$ cat src/verilog/line_event_pkg.sv
// constants shared by the line event capture logic
`default_nettype none
package line_event_pkg;
  localparam int         REG_W          = 8;
  localparam int         ADDR_W         = 6;
  localparam int         SRC_N          = 5;
  localparam int         RSV_W          = REG_W - SRC_N;
  // register offset of line_event_capture
  localparam logic [5:0] CAPTURE_OFFSET = 6'h14;
  // bit positions inside line_event_capture
  localparam int         BIT_HOST_DISC  = 0;
  localparam int         BIT_BUS_VOLT   = 1;
  localparam int         BIT_SESS_VALID = 2;
  localparam int         BIT_SESS_END   = 3;
  localparam int         BIT_ID_GROUND  = 4;
  localparam logic [7:0] CAPTURE_RESET  = 8'h00;
  localparam logic [2:0] RESERVED_READ  = 3'h0;
  localparam logic [4:0] SRC_NONE       = 5'h00;
  typedef enum logic {ST_INIT, ST_RUN} latch_state_t;
endpackage
`default_nettype wire

$ cat src/verilog/line_event_if.sv
// per-source signal bundle between capture control and one event bit
`default_nettype none
interface line_event_if;
  logic status;
  logic rise_en;
  logic fall_en;
  logic gate;
  logic load;
  logic clear_read;
  logic clear_mode;
  logic hit;
  logic latch;
  modport bit_end (
    input  status, rise_en, fall_en, gate, load, clear_read, clear_mode,
    output hit, latch
  );
  modport ctrl_end (
    output status, rise_en, fall_en, gate, load, clear_read, clear_mode,
    input  hit, latch
  );
endinterface
`default_nettype wire

$ cat src/verilog/line_event_bit.sv
// one change detector and sticky capture bit
`default_nettype none
module line_event_bit #(
  parameter bit INIT_FROM_STATUS = 1'b0
) (
  // clock and reset
  input  wire logic       i_ref_clk,
  input  wire logic       i_reset_n,
  // bundle from the control side
  line_event_if.bit_end   bi
);
  logic prev;
  logic latch;
  logic next_latch;
  wire  rose = bi.status & ~prev;
  wire  fell = ~bi.status & prev;

  // edge qualified by the matching enable
  assign bi.hit   = bi.gate & ((rose & bi.rise_en) | (fell & bi.fall_en));
  assign bi.latch = latch;

  // read clear beats a set: the read data already carries the event
  always_comb begin
    next_latch = latch;
    if (bi.load) begin
      next_latch = INIT_FROM_STATUS ? bi.status : 1'b0;
    end else if (bi.clear_read) begin
      next_latch = 1'b0;
    end else if (bi.hit) begin
      next_latch = 1'b1;
    end else if (bi.clear_mode) begin
      next_latch = 1'b0;
    end
  end

  // previous sample and capture flop
  always_ff @(posedge i_ref_clk or negedge i_reset_n) begin
    if (!i_reset_n) begin
      prev  <= 1'b0;
      latch <= 1'b0;
    end else begin
      prev  <= bi.status;
      latch <= next_latch;
    end
  end
endmodule
`default_nettype wire

$ cat src/verilog/phy_line_event_latch.sv
// read-to-clear capture register for line and session status changes
`default_nettype none
// Functional notes
// - a qualified change on any status source sets its capture bit
// - reading the capture register clears every bit
// - entering low power mode clears every bit that has no coinciding event
// - entering serial or car-kit mode clears all bits without a coinciding event, clock suspend ignored
// - event coinciding with a read appears in read data, bit stays clear
// - bit 4 captures id ground changes, read clears it
// - bit 3 captures session end changes, read clears it
// - bit 2 captures session valid (same as A-device valid) changes
// - bit 1 captures bus voltage valid changes, read clears it
// - bit 0 captures host disconnect changes, only in host mode
// - bit 0 comes out of reset equal to host disconnect status
module phy_line_event_latch
  import line_event_pkg::*;
(
  // clock and reset
  input  wire logic              i_ref_clk,
  input  wire logic              i_reset_n,
  // internal status sources
  input  wire logic              i_id_ground_signal,
  input  wire logic              i_session_end_signal,
  input  wire logic              i_a_device_valid_signal,
  input  wire logic              i_bus_voltage_valid_signal,
  input  wire logic              i_host_disconnect_signal,
  // edge enables held by the enable registers
  input  wire logic [SRC_N-1:0]  i_rise_enable,
  input  wire logic [SRC_N-1:0]  i_fall_enable,
  // operating modes
  input  wire logic              i_host_mode,
  input  wire logic              i_low_power_mode,
  input  wire logic              i_serial_mode,
  input  wire logic              i_carkit_mode,
  input  wire logic              i_clock_suspend_control,
  // register read port
  input  wire logic              i_reg_read,
  input  wire logic [ADDR_W-1:0] i_reg_addr,
  output logic                   o_reg_valid,
  output logic      [REG_W-1:0]  o_reg_data,
  // current capture contents
  output logic      [REG_W-1:0]  o_capture
);
  latch_state_t     state;
  latch_state_t     next_state;
  logic             low_power_prev;
  logic             serial_prev;
  logic             carkit_prev;
  logic             reg_valid;
  logic [REG_W-1:0] reg_data;
  logic [SRC_N-1:0] status_vec;
  logic [SRC_N-1:0] hits;
  logic [SRC_N-1:0] latches;
  logic [SRC_N-1:0] gates;

  // status sources placed at their bit positions
  assign status_vec[BIT_ID_GROUND]  = i_id_ground_signal;
  assign status_vec[BIT_SESS_END]   = i_session_end_signal;
  assign status_vec[BIT_SESS_VALID] = i_a_device_valid_signal;
  assign status_vec[BIT_BUS_VOLT]   = i_bus_voltage_valid_signal;
  assign status_vec[BIT_HOST_DISC]  = i_host_disconnect_signal;

  // host disconnect only counts in host mode
  assign gates[BIT_ID_GROUND]  = (state == ST_RUN);
  assign gates[BIT_SESS_END]   = (state == ST_RUN);
  assign gates[BIT_SESS_VALID] = (state == ST_RUN);
  assign gates[BIT_BUS_VOLT]   = (state == ST_RUN);
  assign gates[BIT_HOST_DISC]  = (state == ST_RUN) & i_host_mode;

  // read decode; any other offset is left to its own register
  wire read_hit  = i_reg_read & (i_reg_addr == CAPTURE_OFFSET);
  wire load_all  = (state == ST_INIT);
  // mode entries are rising edges of the mode levels
  wire lp_entry  = i_low_power_mode & ~low_power_prev;
  wire ser_entry = i_serial_mode & ~serial_prev;
  wire car_entry = i_carkit_mode & ~carkit_prev;
  // clock suspend setting deliberately plays no part in the clear
  wire mode_clr  = lp_entry | ser_entry | car_entry;
  // a coinciding event goes straight into the read data
  wire [REG_W-1:0] read_word = {RESERVED_READ, latches | hits};

  // one detector per source, bit 0 seeded from host status
  for (genvar g = 0; g < SRC_N; g++) begin : g_src
    line_event_if ev ();
    assign ev.status     = status_vec[g];
    assign ev.rise_en    = i_rise_enable[g];
    assign ev.fall_en    = i_fall_enable[g];
    assign ev.gate       = gates[g];
    assign ev.load       = load_all;
    assign ev.clear_read = read_hit;
    assign ev.clear_mode = mode_clr;
    assign hits[g]       = ev.hit;
    assign latches[g]    = ev.latch;
    line_event_bit #(
      .INIT_FROM_STATUS (g == BIT_HOST_DISC)
    ) u_bit (
      .i_ref_clk (i_ref_clk),
      .i_reset_n (i_reset_n),
      .bi        (ev.bit_end)
    );
  end

  // one settling cycle after reset seeds samples, so no false edge
  always_comb begin
    next_state = state;
    unique case (state)
      ST_INIT: next_state = ST_RUN;
      ST_RUN:  next_state = ST_RUN;
    endcase
  end

  always_ff @(posedge i_ref_clk or negedge i_reset_n) begin
    if (!i_reset_n) begin
      state <= ST_INIT;
    end else begin
      state <= next_state;
    end
  end

  // previous mode levels for entry detection
  always_ff @(posedge i_ref_clk or negedge i_reset_n) begin
    if (!i_reset_n) begin
      low_power_prev <= 1'b0;
      serial_prev    <= 1'b0;
      carkit_prev    <= 1'b0;
    end else begin
      low_power_prev <= i_low_power_mode;
      serial_prev    <= i_serial_mode;
      carkit_prev    <= i_carkit_mode;
    end
  end

  // read answer, one cycle after the strobe; data held between reads
  always_ff @(posedge i_ref_clk or negedge i_reset_n) begin
    if (!i_reset_n) begin
      reg_valid <= 1'b0;
      reg_data  <= CAPTURE_RESET;
    end else begin
      reg_valid <= read_hit;
      if (read_hit) begin
        reg_data <= read_word;
      end
    end
  end

  assign o_reg_valid = reg_valid;
  assign o_reg_data  = reg_data;
  assign o_capture   = {RESERVED_READ, latches};

  // per source checks; $rose and $fell see the sample the detector keeps
  // as its previous value, so they give an independent view of each edge
  for (genvar k = 0; k < SRC_N; k++) begin : g_chk

  end
endmodule
`default_nettype wire

$ cat config.mk
export PLATFORM = sky130hd
export DESIGN_NAME = phy_line_event_latch
export DESIGN_NICKNAME = d
export VERILOG_FILES = /design/src/verilog/line_event_pkg.sv /design/src/verilog/line_event_if.sv /design/src/verilog/line_event_bit.sv /design/src/verilog/phy_line_event_latch.sv
export SDC_FILE = /design/constraint.sdc
export NUM_CORES = 1
export LEC_CHECK = 0
export BUFFER_PORTS_ARGS = -buffer_cell sky130_fd_sc_hd__clkbuf_2
export CAP_MARGIN = 20
export CELL_PAD_IN_SITES_DETAIL_PLACEMENT = 1
export CELL_PAD_IN_SITES_GLOBAL_PLACEMENT = 1
export CORE_MARGIN = 3
export CORE_UTILIZATION = 25
export DETAILED_ROUTE_END_ITERATION = 8
export PLACE_DENSITY_LB_ADDON = 0.2
export SLEW_MARGIN = 25
export SYNTH_ARGS = -nofsm -noshare
export SYNTH_HDL_FRONTEND = slang
export SYNTH_HIERARCHICAL = 1
export SYNTH_SLANG_ARGS = --single-unit
$ cat constraint.sdc
create_clock -name i_ref_clk -period 2.22 [get_ports i_ref_clk]
set_input_delay 0.444 -clock i_ref_clk [delete_from_list [all_inputs] [get_ports i_ref_clk]]
set_output_delay 0.444 -clock i_ref_clk [all_outputs]
set_load 0.005 [all_outputs]
Word level (Yosys, flattened, before mapping)
Index checks and enable logic that the tools add are counted.
{"block": "totals", "register_bits": 20, "latchBits": 0, "ram_bits": 0, "mem_bits_ro": 0, "inputBits": 29, "out_inout_bits": 17, "elab_cells": 89, "n_memories": 0}
{"block": "op_classes", "n_addsub": 0, "n_mul": 0, "n_div": 0, "magnitude_cmp": 0, "eq_ne": 6, "shift": 0, "mux": 16, "bitwise_logic": 51, "reduce_logical": 0}
{"cell": "$and A1 B1 Y1", "count": 30}
{"cell": "$ne A4 B1 Y1 const B", "count": 5}
{"cell": "$mux W1", "count": 16}
{"cell": "$not A1 Y1", "count": 13}
{"cell": "$or A1 B1 Y1", "count": 7}
{"cell": "$eq A6 B5 Y1 const B", "count": 1}
{"cell": "$or A5 B5 Y5", "count": 1}

Longest topological paths before layout
Gate-level depths: netlist of run 1.
{"block": "logic_depth", "ltp_word": 8, "ltp_mapped": 5, "mapped_depth_nobuf": 5}

Hierarchy
The synthesis of run 1 kept the hierarchy.
{"mod": "phy_line_event_latch", "instances": 1, "cells_each": 46, "area_per_inst_um2": 505.5, "seq_area_each_um2": 250.2}
{"mod": "line_event_bit (g_src[1].u_bit ...)", "instances": 4, "cells_each": 7, "area_per_inst_um2": 92.6, "seq_area_each_um2": 50.0}
{"mod": "line_event_bit (g_src[0].u_bit)", "instances": 1, "cells_each": 8, "area_per_inst_um2": 108.9, "seq_area_each_um2": 50.0}

Worst setup path before layout of run 1
No wires, ideal clock.
{"block": "synth_path", "path_kind": "input to register", "from": "input port i_reg_addr[5]", "to": "register g_src[0].u_bit.latch", "setup_time_ns": 0.118, "arrival_ns": 1.377, "t_required_ns": 2.102, "setup_slack_ns": 0.725, "cell_stages": 4, "path_buffers": 0, "cell_sequence": "nand4b_4 > nor4_4 > a311oi_1 > a21o_1"}
{"block": "synth_between", "elab_chain_len": 4, "elab_cells_between_ends": 5, "cone_classes": "eq/ne: 2; mux: 2; bitwise: 1"}
{"element": "from (decl)", "line_no": "phy_line_event_latch.sv:38", "text": "input wire logic [ADDR_W-1:0] i_reg_addr,"}
{"element": "$eq A6 B5 Y1 *", "line_no": "phy_line_event_latch.sv:71", "text": "wire read_hit = i_reg_read & (i_reg_addr == CAPTURE_OFFSET);"}
{"element": "$and A1 B1 Y1 *", "line_no": "phy_line_event_latch.sv:71"}
{"element": "via g_src[0].ev.clear_read", "line_no": "line_event_if.sv:9", "text": "logic clear_read;"}
{"element": "$mux W1", "line_no": "line_event_bit.sv:27", "text": "end else if (bi.clear_read) begin"}
{"element": "$mux W1", "line_no": "line_event_bit.sv:25", "text": "if (bi.load) begin"}
{"element": "to (signal assigned)", "line_no": "line_event_bit.sv:43", "text": "latch <= next_latch;"}
{"element": "to (decl)", "line_no": "line_event_bit.sv:13", "text": "logic latch;"}
Mark *: on every way through the listed nets, which the timed path passes. The rest lies on a longest branch.
A chain may end at the register's enable or synchronous reset.

Worst setup path in the final report of run 1
{"block": "layout_path", "from": "register state (netlist: g_src[1].ev.gate)", "to": "register g_src[0].u_bit.latch"}
{"block": "layout_between", "elab_chain_len": 5, "elab_cells_between_ends": 6, "cone_classes": "eq/ne: 1; mux: 3; bitwise: 2"}
{"element": "from (decl)", "line_no": "phy_line_event_latch.sv:44", "text": "latch_state_t state;"}
{"element": "from (signal assigned)", "line_no": "phy_line_event_latch.sv:116", "text": "state <= next_state;"}
{"element": "$and A1 B1 Y1 *", "line_no": "phy_line_event_latch.sv:68", "text": "assign gates[BIT_HOST_DISC] = (state == ST_RUN) & i_host_mode;"}
{"element": "via g_src[0].ev.gate", "line_no": "line_event_if.sv:7", "text": "logic gate;"}
{"element": "$and A1 B1 Y1 *", "line_no": "line_event_bit.sv:19", "text": "assign bi.hit = bi.gate & ((rose & bi.rise_en) | (fell & bi.fall_en));"}
{"element": "$mux W1", "line_no": "line_event_bit.sv:29", "text": "end else if (bi.hit) begin"}
{"element": "$mux W1", "line_no": "line_event_bit.sv:27"}
{"element": "$mux W1", "line_no": "line_event_bit.sv:25"}
Marked as above.

==> results.md, run 1 <==
- The run finished with clean final reports.
- The worst register-to-register path has a depth of 4.
- The core occupancy in the finished layout is 0.3283.
- The clock passes through at most 2 buffers.
- The analysis attributes to cell leakage a power of approximately 0.63 nW.
- In the final timing run, aggregate negative setup slack is 0 ns.
- In this run the number of H-tree levels came out at 1.
- Across the routed clock network, the largest skew measured is ~0.0035 ns.
- The buffers inserted during post-CTS setup optimization is 0.
- For this run, design rule violations remaining after detail routing come to 0.
- The finished cells cover 1220 um^2.
- At the pin with the least slew margin, the transition time is roughly 0.54 ns.
- The post-synthesis average cell area is about 12 um^2.
- The synthesized netlist contains 16 unique library cells.
- The first detailed-routing pass took 4 iterations.
- Overall power consumption after layout is estimated at a little under 800 uW.
- The post-synthesis cell area is 984.7 um^2.
- By startpoint and endpoint, the worst setup path is classified as reg -> reg.
- The detailed placement HPWL is around 1.7 mm.
- The clock tree from TritonCTS is done.
- The endpoint of the worst setup timing path is g_src[0].u_bit/bi.latch.
- For this design, the sink count on the clock tree is 20.
- The highest fanout seen on the critical path is 10.
- The final period utilization is 0.6224.
- Setup repair after global routing left no endpoint under its margin.
- The post-synthesis register bit count is 20.
- The areal power density over the cells is 629.9 nW/um^2.
- The via total after detailed routing is 730.
- The max-slew violation count was 0.
- Setup violations remaining at the end of the flow were counted as 0.
- After clock tree synthesis, the flow added hold-fix buffers numbering 0.
- The worst-case register-to-register setup slack is between 0.8 and 0.9 ns.
- The number of input and output port buffers inserted is 38.
- Entering global routing, the biggest net connects 21 pins.
- The routed length per placed instance is ~14 um.
- In the routed layout, each cell is associated on average with a via count of about 4.4.
- STA classifies the critical path endpoint as a flop.
- After detailed placement, the design holds a cell count of about 160.
- The wire length of the first global-routing pass is 3.581 mm.
- The global routing usage summed across all routing layers is 0.1073.
- The count of standard-cell rows is 22.
- The peak supply drop is approximately 0.00017 V.
- The worst relative slew slack is 0.6421.
- The max-cap check violation count is 0.
- The y dimension of the die is 68.76 um.
- The clock latency of the later-clocked register in the worst-skew pair is 0.26 ns.
- The core region is 3716 um^2.
- The startpoint identified for the worst register-to-register timing path is g_src[1].ev.gate.
- The area of the die is around 4700 um^2.
- The post-cts repair resize count is 0.
- The congestion estimate from routability-driven global placement came to roughly 0.66.
- Of the cells placed in the final design, the portion with a size suffix greater than 1 is 0.4153.
- The required time reported for the critical path endpoint is 2.42 ns.
- The synthesized instance count is between 80 and 90.
- The tightest min-delay check is of the in -> async type.
- The top-level I/O count is 46.
- The finished layout holds 166 standard cells, fillers aside.
- The final hold violation count was 0.
- The area growth from synthesis to layout is 23.89%.
- The final critical delay including setup and external delays is between 1 and 1.5 ns.
- The horizontal die dimension is about 69 um.
- The detailed router's first-iteration violation count is 16.
- Of the synthesized area, sequential elements account for 0.5083.
- The initial antenna violation count is 0.
- The total detailed-routing wirelength is 2.251 mm.
- In this run the worst setup path begins at g_src[1].ev.gate.
- The total clock buffers created by CTS is 3.
- Clock-pin slew was measured on the worst setup and hold paths at approximately 0.070 ns.
- The number of warnings printed during yosys synthesis is 6.
- The cell sitting at the root of the clock tree is a sky130_fd_sc_hd__clkbuf_8.
- In this run the cell area measured after placement is approximately 1200 um^2.
- The arrival time of data at the critical path endpoint is ~1.6 ns.
- Summed over all layers, the global routing overflow is 0.
- For this run, the post-layout net count is between 100 and 150.
- The critical path startpoint category is a flop.
- The number of antenna cells inserted is 0.
- Once detail routing completed, the nets flagged for antenna violations numbered 0.
- The via count of the first global-routing pass is between 700 and 800.
- The filler cell count is 455.
- The worst register-to-register path ends at g_src[0].u_bit/bi.latch.
- The initial core utilization is 0.2650.
- Derived from the worst setup path, the maximum achievable clock frequency is just over 0.7 GHz.
## per-stage QoR
stage          hold slack, ns  setup slack [ns]
2_1_floorplan          0.1484            0.7248
3_3_place_gp           0.4485            0.7070
3_5_place_dp           0.4590            0.6895
4_1_cts                0.1739            0.7891
5_1_grt                0.1875            0.7069
6_report               0.1524            0.8382
## per-layer routing
layer / GRT usage / vias to the layer above / share of wire
li1: - / 341 / -
met1: 0.1264 / 348 / 0.43
met2: 0.1836 / 37 / 0.48
met3: 0.01945 / 4 / 0.075
met4: 0.05839 / 0 / 0.015
met5: 0 / - / 0
## sequential cells by signal (all words and copies together) (netlist names)
name / count
carkit_prev: 1
g_src.ev.gate: 1
g_src.u_bit/bi.latch: 5
g_src.u_bit/prev: 5
low_power_prev: 1
o_reg_data: 5
o_reg_valid: 1
serial_prev: 1
## layout by cell type (no fill, tap or decap), drive strengths merged
| cell | instances |
|---|---|
| nand2b | 6 |
| nand2 | 5 |
| nand4b | 11 |
| nor2 | 5 |
| o221ai | 1 |
| and2 | 1 |
| inv | 8 |
| a311oi | 5 |
| clkbuf | 41 |
| mux2i | 5 |
| conb | 7 |
| buf | 1 |
| nor4 | 1 |
| dfrtp | 20 |
| a21o | 1 |
## area by class of cell
type	count	area, um^2	share of cell area
flip-flops and latches	20	500.5	0.4103
well taps	48	60.06	0.04923
clock buffers	3	41.29	0.03385
repair buffers	39	197.7	0.1621
multi-input cells	48	390.4	0.3200
inverters	8	30.03	0.02462
## how the worst min path moves through the flow
stage / startpoint / endpoint / slack (ns) / cells after the start
after floorplan: i_reset_n / carkit_prev / 0.15 / 0
after global placement: i_reset_n / o_reg_data[0] / 0.45 / 1
after detailed placement: i_reset_n / o_reg_data[0] / 0.46 / 1
after CTS: i_reset_n / o_reg_data[0] / 0.17 / 1
after global routing: i_reset_n / o_reg_data[0] / 0.19 / 1
final: i_reset_n / o_reg_data[0] / 0.15 / 1
## cell usage after synthesis, drive strengths merged
library cell  count  area [um^2]
mux2i             5        50.05
a311oi            5        68.82
conb              2        7.510
and2              1        6.260
inv               8        30.03
dfrtp            20        500.5
nor2              5        18.77
nand2             5        18.77
a21o              1        7.510
nand2b            6        37.54
nor4              1        21.27
o221ai            1        8.760
buf              11        82.58
nand4b           11        126.4
## kinds of logic (layout without fill, tap and decap cells)
group | after synthesis | count (layout) | synth area share
AOI/OAI and AO/OA | 7 | 7 | 0.08641
buffers and inverters | 19 | 50 | 0.1144
DFF | 20 | 20 | 0.5083
muxes | 5 | 5 | 0.05083
other | 2 | 7 | 0.007627
and+or+nand+nor | 29 | 29 | 0.2325
## report_power, final
part	switching, mW	total, mW	internal, mW
Combinational	0.0573	0.115	0.0576
Sequential	0.0194	0.414	0.394
Clock	0.119	0.240	0.121
## worst max-delay path, stage by stage, from the launching register on
cell and delay, ns:
sky130_fd_sc_hd__dfrtp_1 0.56, sky130_fd_sc_hd__and2_1 0.26, sky130_fd_sc_hd__nand4b_4 0.12, sky130_fd_sc_hd__a311oi_1 0.28, sky130_fd_sc_hd__a21o_1 0.11
(Power assumes the default switching activity.)
==> inputs of run 2 (changes only) <==
--- a/config.mk
+++ b/config.mk
@@ -5,6 +5,7 @@
 export SDC_FILE = /design/constraint.sdc
 export NUM_CORES = 1
 export LEC_CHECK = 0
+export ABC_AREA = 1
 export BUFFER_PORTS_ARGS = -buffer_cell sky130_fd_sc_hd__clkbuf_2
 export CAP_MARGIN = 20
 export CELL_PAD_IN_SITES_DETAIL_PLACEMENT = 1
==> constraint.sdc (replaced) <==
create_clock -name i_ref_clk -period 1.28 [get_ports i_ref_clk]
set_input_delay 0.256 -clock i_ref_clk [delete_from_list [all_inputs] [get_ports i_ref_clk]]
set_output_delay 0.256 -clock i_ref_clk [all_outputs]
set_load 0.005 [all_outputs]
==> run 2 against run 1 <==
  * Cell count increased by 38%
  * Clock power up 100%
  * Sequential cell count is the same
  * Sequential share of layout area decreased by 4.4 points
  * Non-clock buffer count grew 1
  * Clock-buffer cell count is 1 higher
  * Critical endpoint is now o_reg_data[2]
  * Via count up 28%
==> results.md, run 2 <==
- The initial antenna violation count is 0.
- VDD sags by at most approximately 0.00033 V.
- In this run the worst path has a maximum fanout of 2.
- The clock sink count is 20.
- The part of the total power dissipated in combinational logic is 0.161.
- The number of antenna cells inserted is 0.
- The count of TritonRoute iterations in the first routing pass is 2.
- Input and output buffers added on the ports amount to 38.
- After detailed routing, the total wire length is 2.550 mm.
- The depth of the most critical reg-to-reg path is 7.
- For this run, the register share of the synthesized area comes to 0.4556.
- Sorting the synthesized cells by how often they occur yields 45 x sky130_fd_sc_hd__nand2_1, 30 x sky130_fd_sc_hd__inv_1, 20 x sky130_fd_sc_hd__dfrtp_1.
- TritonCTS built the clock tree.
- The setup skew after layout is ~0.0019 ns.
- The via total after detailed routing is slightly above 900.
- The die is about 72 um tall.
- In the final layout, the multi-input gates occupy approximately 430 um^2.
- The worst relative slew slack is 0.6461.
- The slew at the pin with the worst max-slew slack is roughly 0.53 ns.
- During synthesis, Yosys emitted a total of 6 warnings.
- The design draws approximately 1.4 mW.
- The routed length per placed instance is about 11 um.
- The sequential cell area is about 500 um^2.
- The internal portion of total power is about 1.0 mW.
- The highest achievable clock rate is about 0.85 GHz.
- Fill cells in the final layout number 538.
- The final critical delay including setup and external delays is between 1 and 1.5 ns.
- The tightest min-delay check is of the in -> reg type.
- In the final design database the tool counted 209 nets.
- The part of the total power dissipated in the clock network is 0.345.
- The routed via count divided by cell count is a little over 4.
- The region available for standard cell placement spans ~4100 um^2.
- In this run, the number of DRC markers left after iteration 0 of detailed routing was 10.
- The count of distinct cell types in the synthesized netlist is 16.
- The area of the die is approximately 5200 um^2.
- The global routing usage summed across all routing layers is 0.1097.
- The arrival time of data at the critical path endpoint is 1.33 ns.
- The total clock buffers created by CTS is 3.
- The post-synthesis average cell area is slightly below 8 um^2.
- The detailed placement HPWL is 2.140 mm.
- The post-place instance area is 1295 um^2.
- Of all cell types, the one taking the most synthesized area is sky130_fd_sc_hd__dfrtp_1.
- The synthesized instance count is about 140.
- Yosys instantiated no cell more often than sky130_fd_sc_hd__nand2_1.
- The run finished with clean final reports.
- The wire length of the first global-routing pass is 4.574 mm.
- The pin count of the biggest net entering global routing is 21.
- The top-level I/O count is 46.
- The most common cell after layout, fill and taps aside is sky130_fd_sc_hd__nand2_1.
- In this run, synthesis inferred 0 flip-flops with an integrated enable.
- The switching power is roughly 360 uW.
- For this run, design rule violations remaining after detail routing come to 0.
- In the synthesized netlist the dominant register cell turns out to be sky130_fd_sc_hd__dfrtp_1.
- Of the post-synthesis cell area, the dominant cell type holds 0.4556.
- The areal power density over the cells is roughly 1000 nW/um^2.
- The share of layout cells above drive strength 1 is 0.3575.
- In this run, synthesis produced a sequential element count of 20.
- The deepest clock path buffer count is 2.
- The critical setup path kind is reg -> reg.
- The initial core utilization is 0.2670.
- Measured along the x axis, the die boundary spans between 70 and 80 um.
- Setup violations remaining at the end of the flow were counted as 0.
- Clock-pin slew was measured on the worst setup and hold paths at about 0.080 ns.
- The worst setup path is launched from a flop.
- The tool flagged a number of max-cap violations equal to 0.
- CTS built an H-tree with a depth of 1.
- The synthesized netlist occupies a cell area of ~1100 um^2.
- The clock latency of the later-clocked register in the worst-skew pair is roughly 0.25 ns.
- The via count of the first global-routing pass is approximately 1.1k.
- The final hold violation count came to 0.
- The final global-route overflow total is 0.
- Setup repair after global routing left no endpoint under its margin.
- After clock tree synthesis, the setup repair step added 0 buffers.
- The nature of the critical path endpoint is a flop.
- The top cell types in the final layout, fill and taps aside, are 45 x sky130_fd_sc_hd__nand2_1, 38 x sky130_fd_sc_hd__clkbuf_2, 30 x sky130_fd_sc_hd__inv_1, 19 x sky130_fd_sc_hd__dfrtp_1, 7 x sky130_fd_sc_hd__conb_1.
- By area the synthesized netlist is led by sky130_fd_sc_hd__dfrtp_1 46%, sky130_fd_sc_hd__nand2_1 15%, sky130_fd_sc_hd__inv_1 10%, sky130_fd_sc_hd__buf_4 7.5%, sky130_fd_sc_hd__nand3_2 3.6%.
- The required time reported for the critical path endpoint is 1.43 ns.
- The max-slew violation count is 0.
- The cell leakage power is around 0.86 nW.
- Once layout is done, the placed cells without fillers occupy 1369 um^2.
- The share of async-settable or async-resettable flops after synthesis is 1.000.
- The cell sitting at the root of the clock tree is a sky130_fd_sc_hd__clkbuf_8.
- The final total negative setup slack is 0 ns.
- The detail route stage leaves a number of antenna-violating nets equal to 0.
- Of the total power, registers draw 0.494.
- Of the total power, the share spent switching nets is 0.2565.
- The worst hold path cell count is 1.
- The final period utilization is 0.9201.
- At the end of the flow the core is filled with cells to 0.3326.
- After floorplanning, the core was divided into 23 placement rows.
- The post-synthesis to final-layout area growth is 24.60%.
- The congestion estimate from routability-driven global placement came to around 0.66.
-- run 2: changes by cell type in the layout (fill, tap and decap cells not counted), moves of 6 or more --
cell                       previous run  this run
sky130_fd_sc_hd__nand2b_1             6         0
sky130_fd_sc_hd__nand2_1              5        45
sky130_fd_sc_hd__inv_1                8        30
sky130_fd_sc_hd__nand3_1              0         6
sky130_fd_sc_hd__nand4b_1             9         0
-- run 2: path summary, 6_finish.rpt --
kind / startpoint / endpoint / slack (ns)
worst max-delay path: g_src[2].u_bit/prev / o_reg_data[2] / 0.10
worst min-delay path: i_serial_mode / serial_prev / 0.12
worst max register to register: g_src[2].u_bit/prev / o_reg_data[2] / 0.10
worst min register to register: o_reg_data[4] / o_reg_data[4] / 0.48
max in group asynchronous: i_reset_n / g_src[1].ev.gate / 0.40
min in group asynchronous: i_reset_n / g_src[3].u_bit/prev / 0.50
-- run 2: cells by family after synthesis --
family                 share of synthesized area
AOI/OAI and AO/OA                        0.03872
buffers and inverters                     0.1811
DFF                                       0.4556
other                                   0.006836
and+or+nand+nor                           0.3178
-- run 2: power groups by stage --
stage | clock network (mW) | registers, mW | logic, mW
after global routing | 0.527 | 0.704 | 0.266
after detailed placement | 0 | 0.710 | 0.228
after floorplan | 0 | 0.705 | 0.138
final | 0.486 | 0.697 | 0.227
after global placement | 0 | 0.709 | 0.216
after CTS | 0.500 | 0.698 | 0.232
-- run 2: repair_timing --
item                                   4_1_cts  5_1_grt
setup endpoints to repair                    0        1
hold buffers                                 1        0
gates resized for setup                      0        3
endpoints found under the hold margin       20        0
-- run 2: routing by layer --
metal,GRT usage,routed length (um)
met1,0.1287,1058
met2,0.2012,1316
met3,0.02078,156
met4,0.03132,19
met5,0,0
-- run 2: final cells by class --
cell class,count,area share
well taps,50,0.04570
repair buffers,40,0.1517
multi-input cells,84,0.3108
flip-flops and latches,20,0.3665
inverters,31,0.08501
clock buffers,4,0.04022
-- run 2: metrics by stage --
stage               setup slack (ns)  std cells  hold slack [ns]
floorplan                     0.1220        146         -0.03959
global placement             0.03271        224           0.2612
detailed placement           0.02095        224           0.2688
CTS                         0.008672        229           0.1139
global route                0.006973        229           0.1167
finish                        0.1023        229           0.1164
-- run 2: worst max-delay path, stage by stage (launching register included) --
cell	delay, ns
sky130_fd_sc_hd__dfrtp_1	0.39
sky130_fd_sc_hd__nand2_1	0.06
sky130_fd_sc_hd__nand2_1	0.06
sky130_fd_sc_hd__nand3_2	0.09
sky130_fd_sc_hd__inv_1	0.04
sky130_fd_sc_hd__or2_2	0.29
sky130_fd_sc_hd__nand3_1	0.09
sky130_fd_sc_hd__nand2_1	0.05
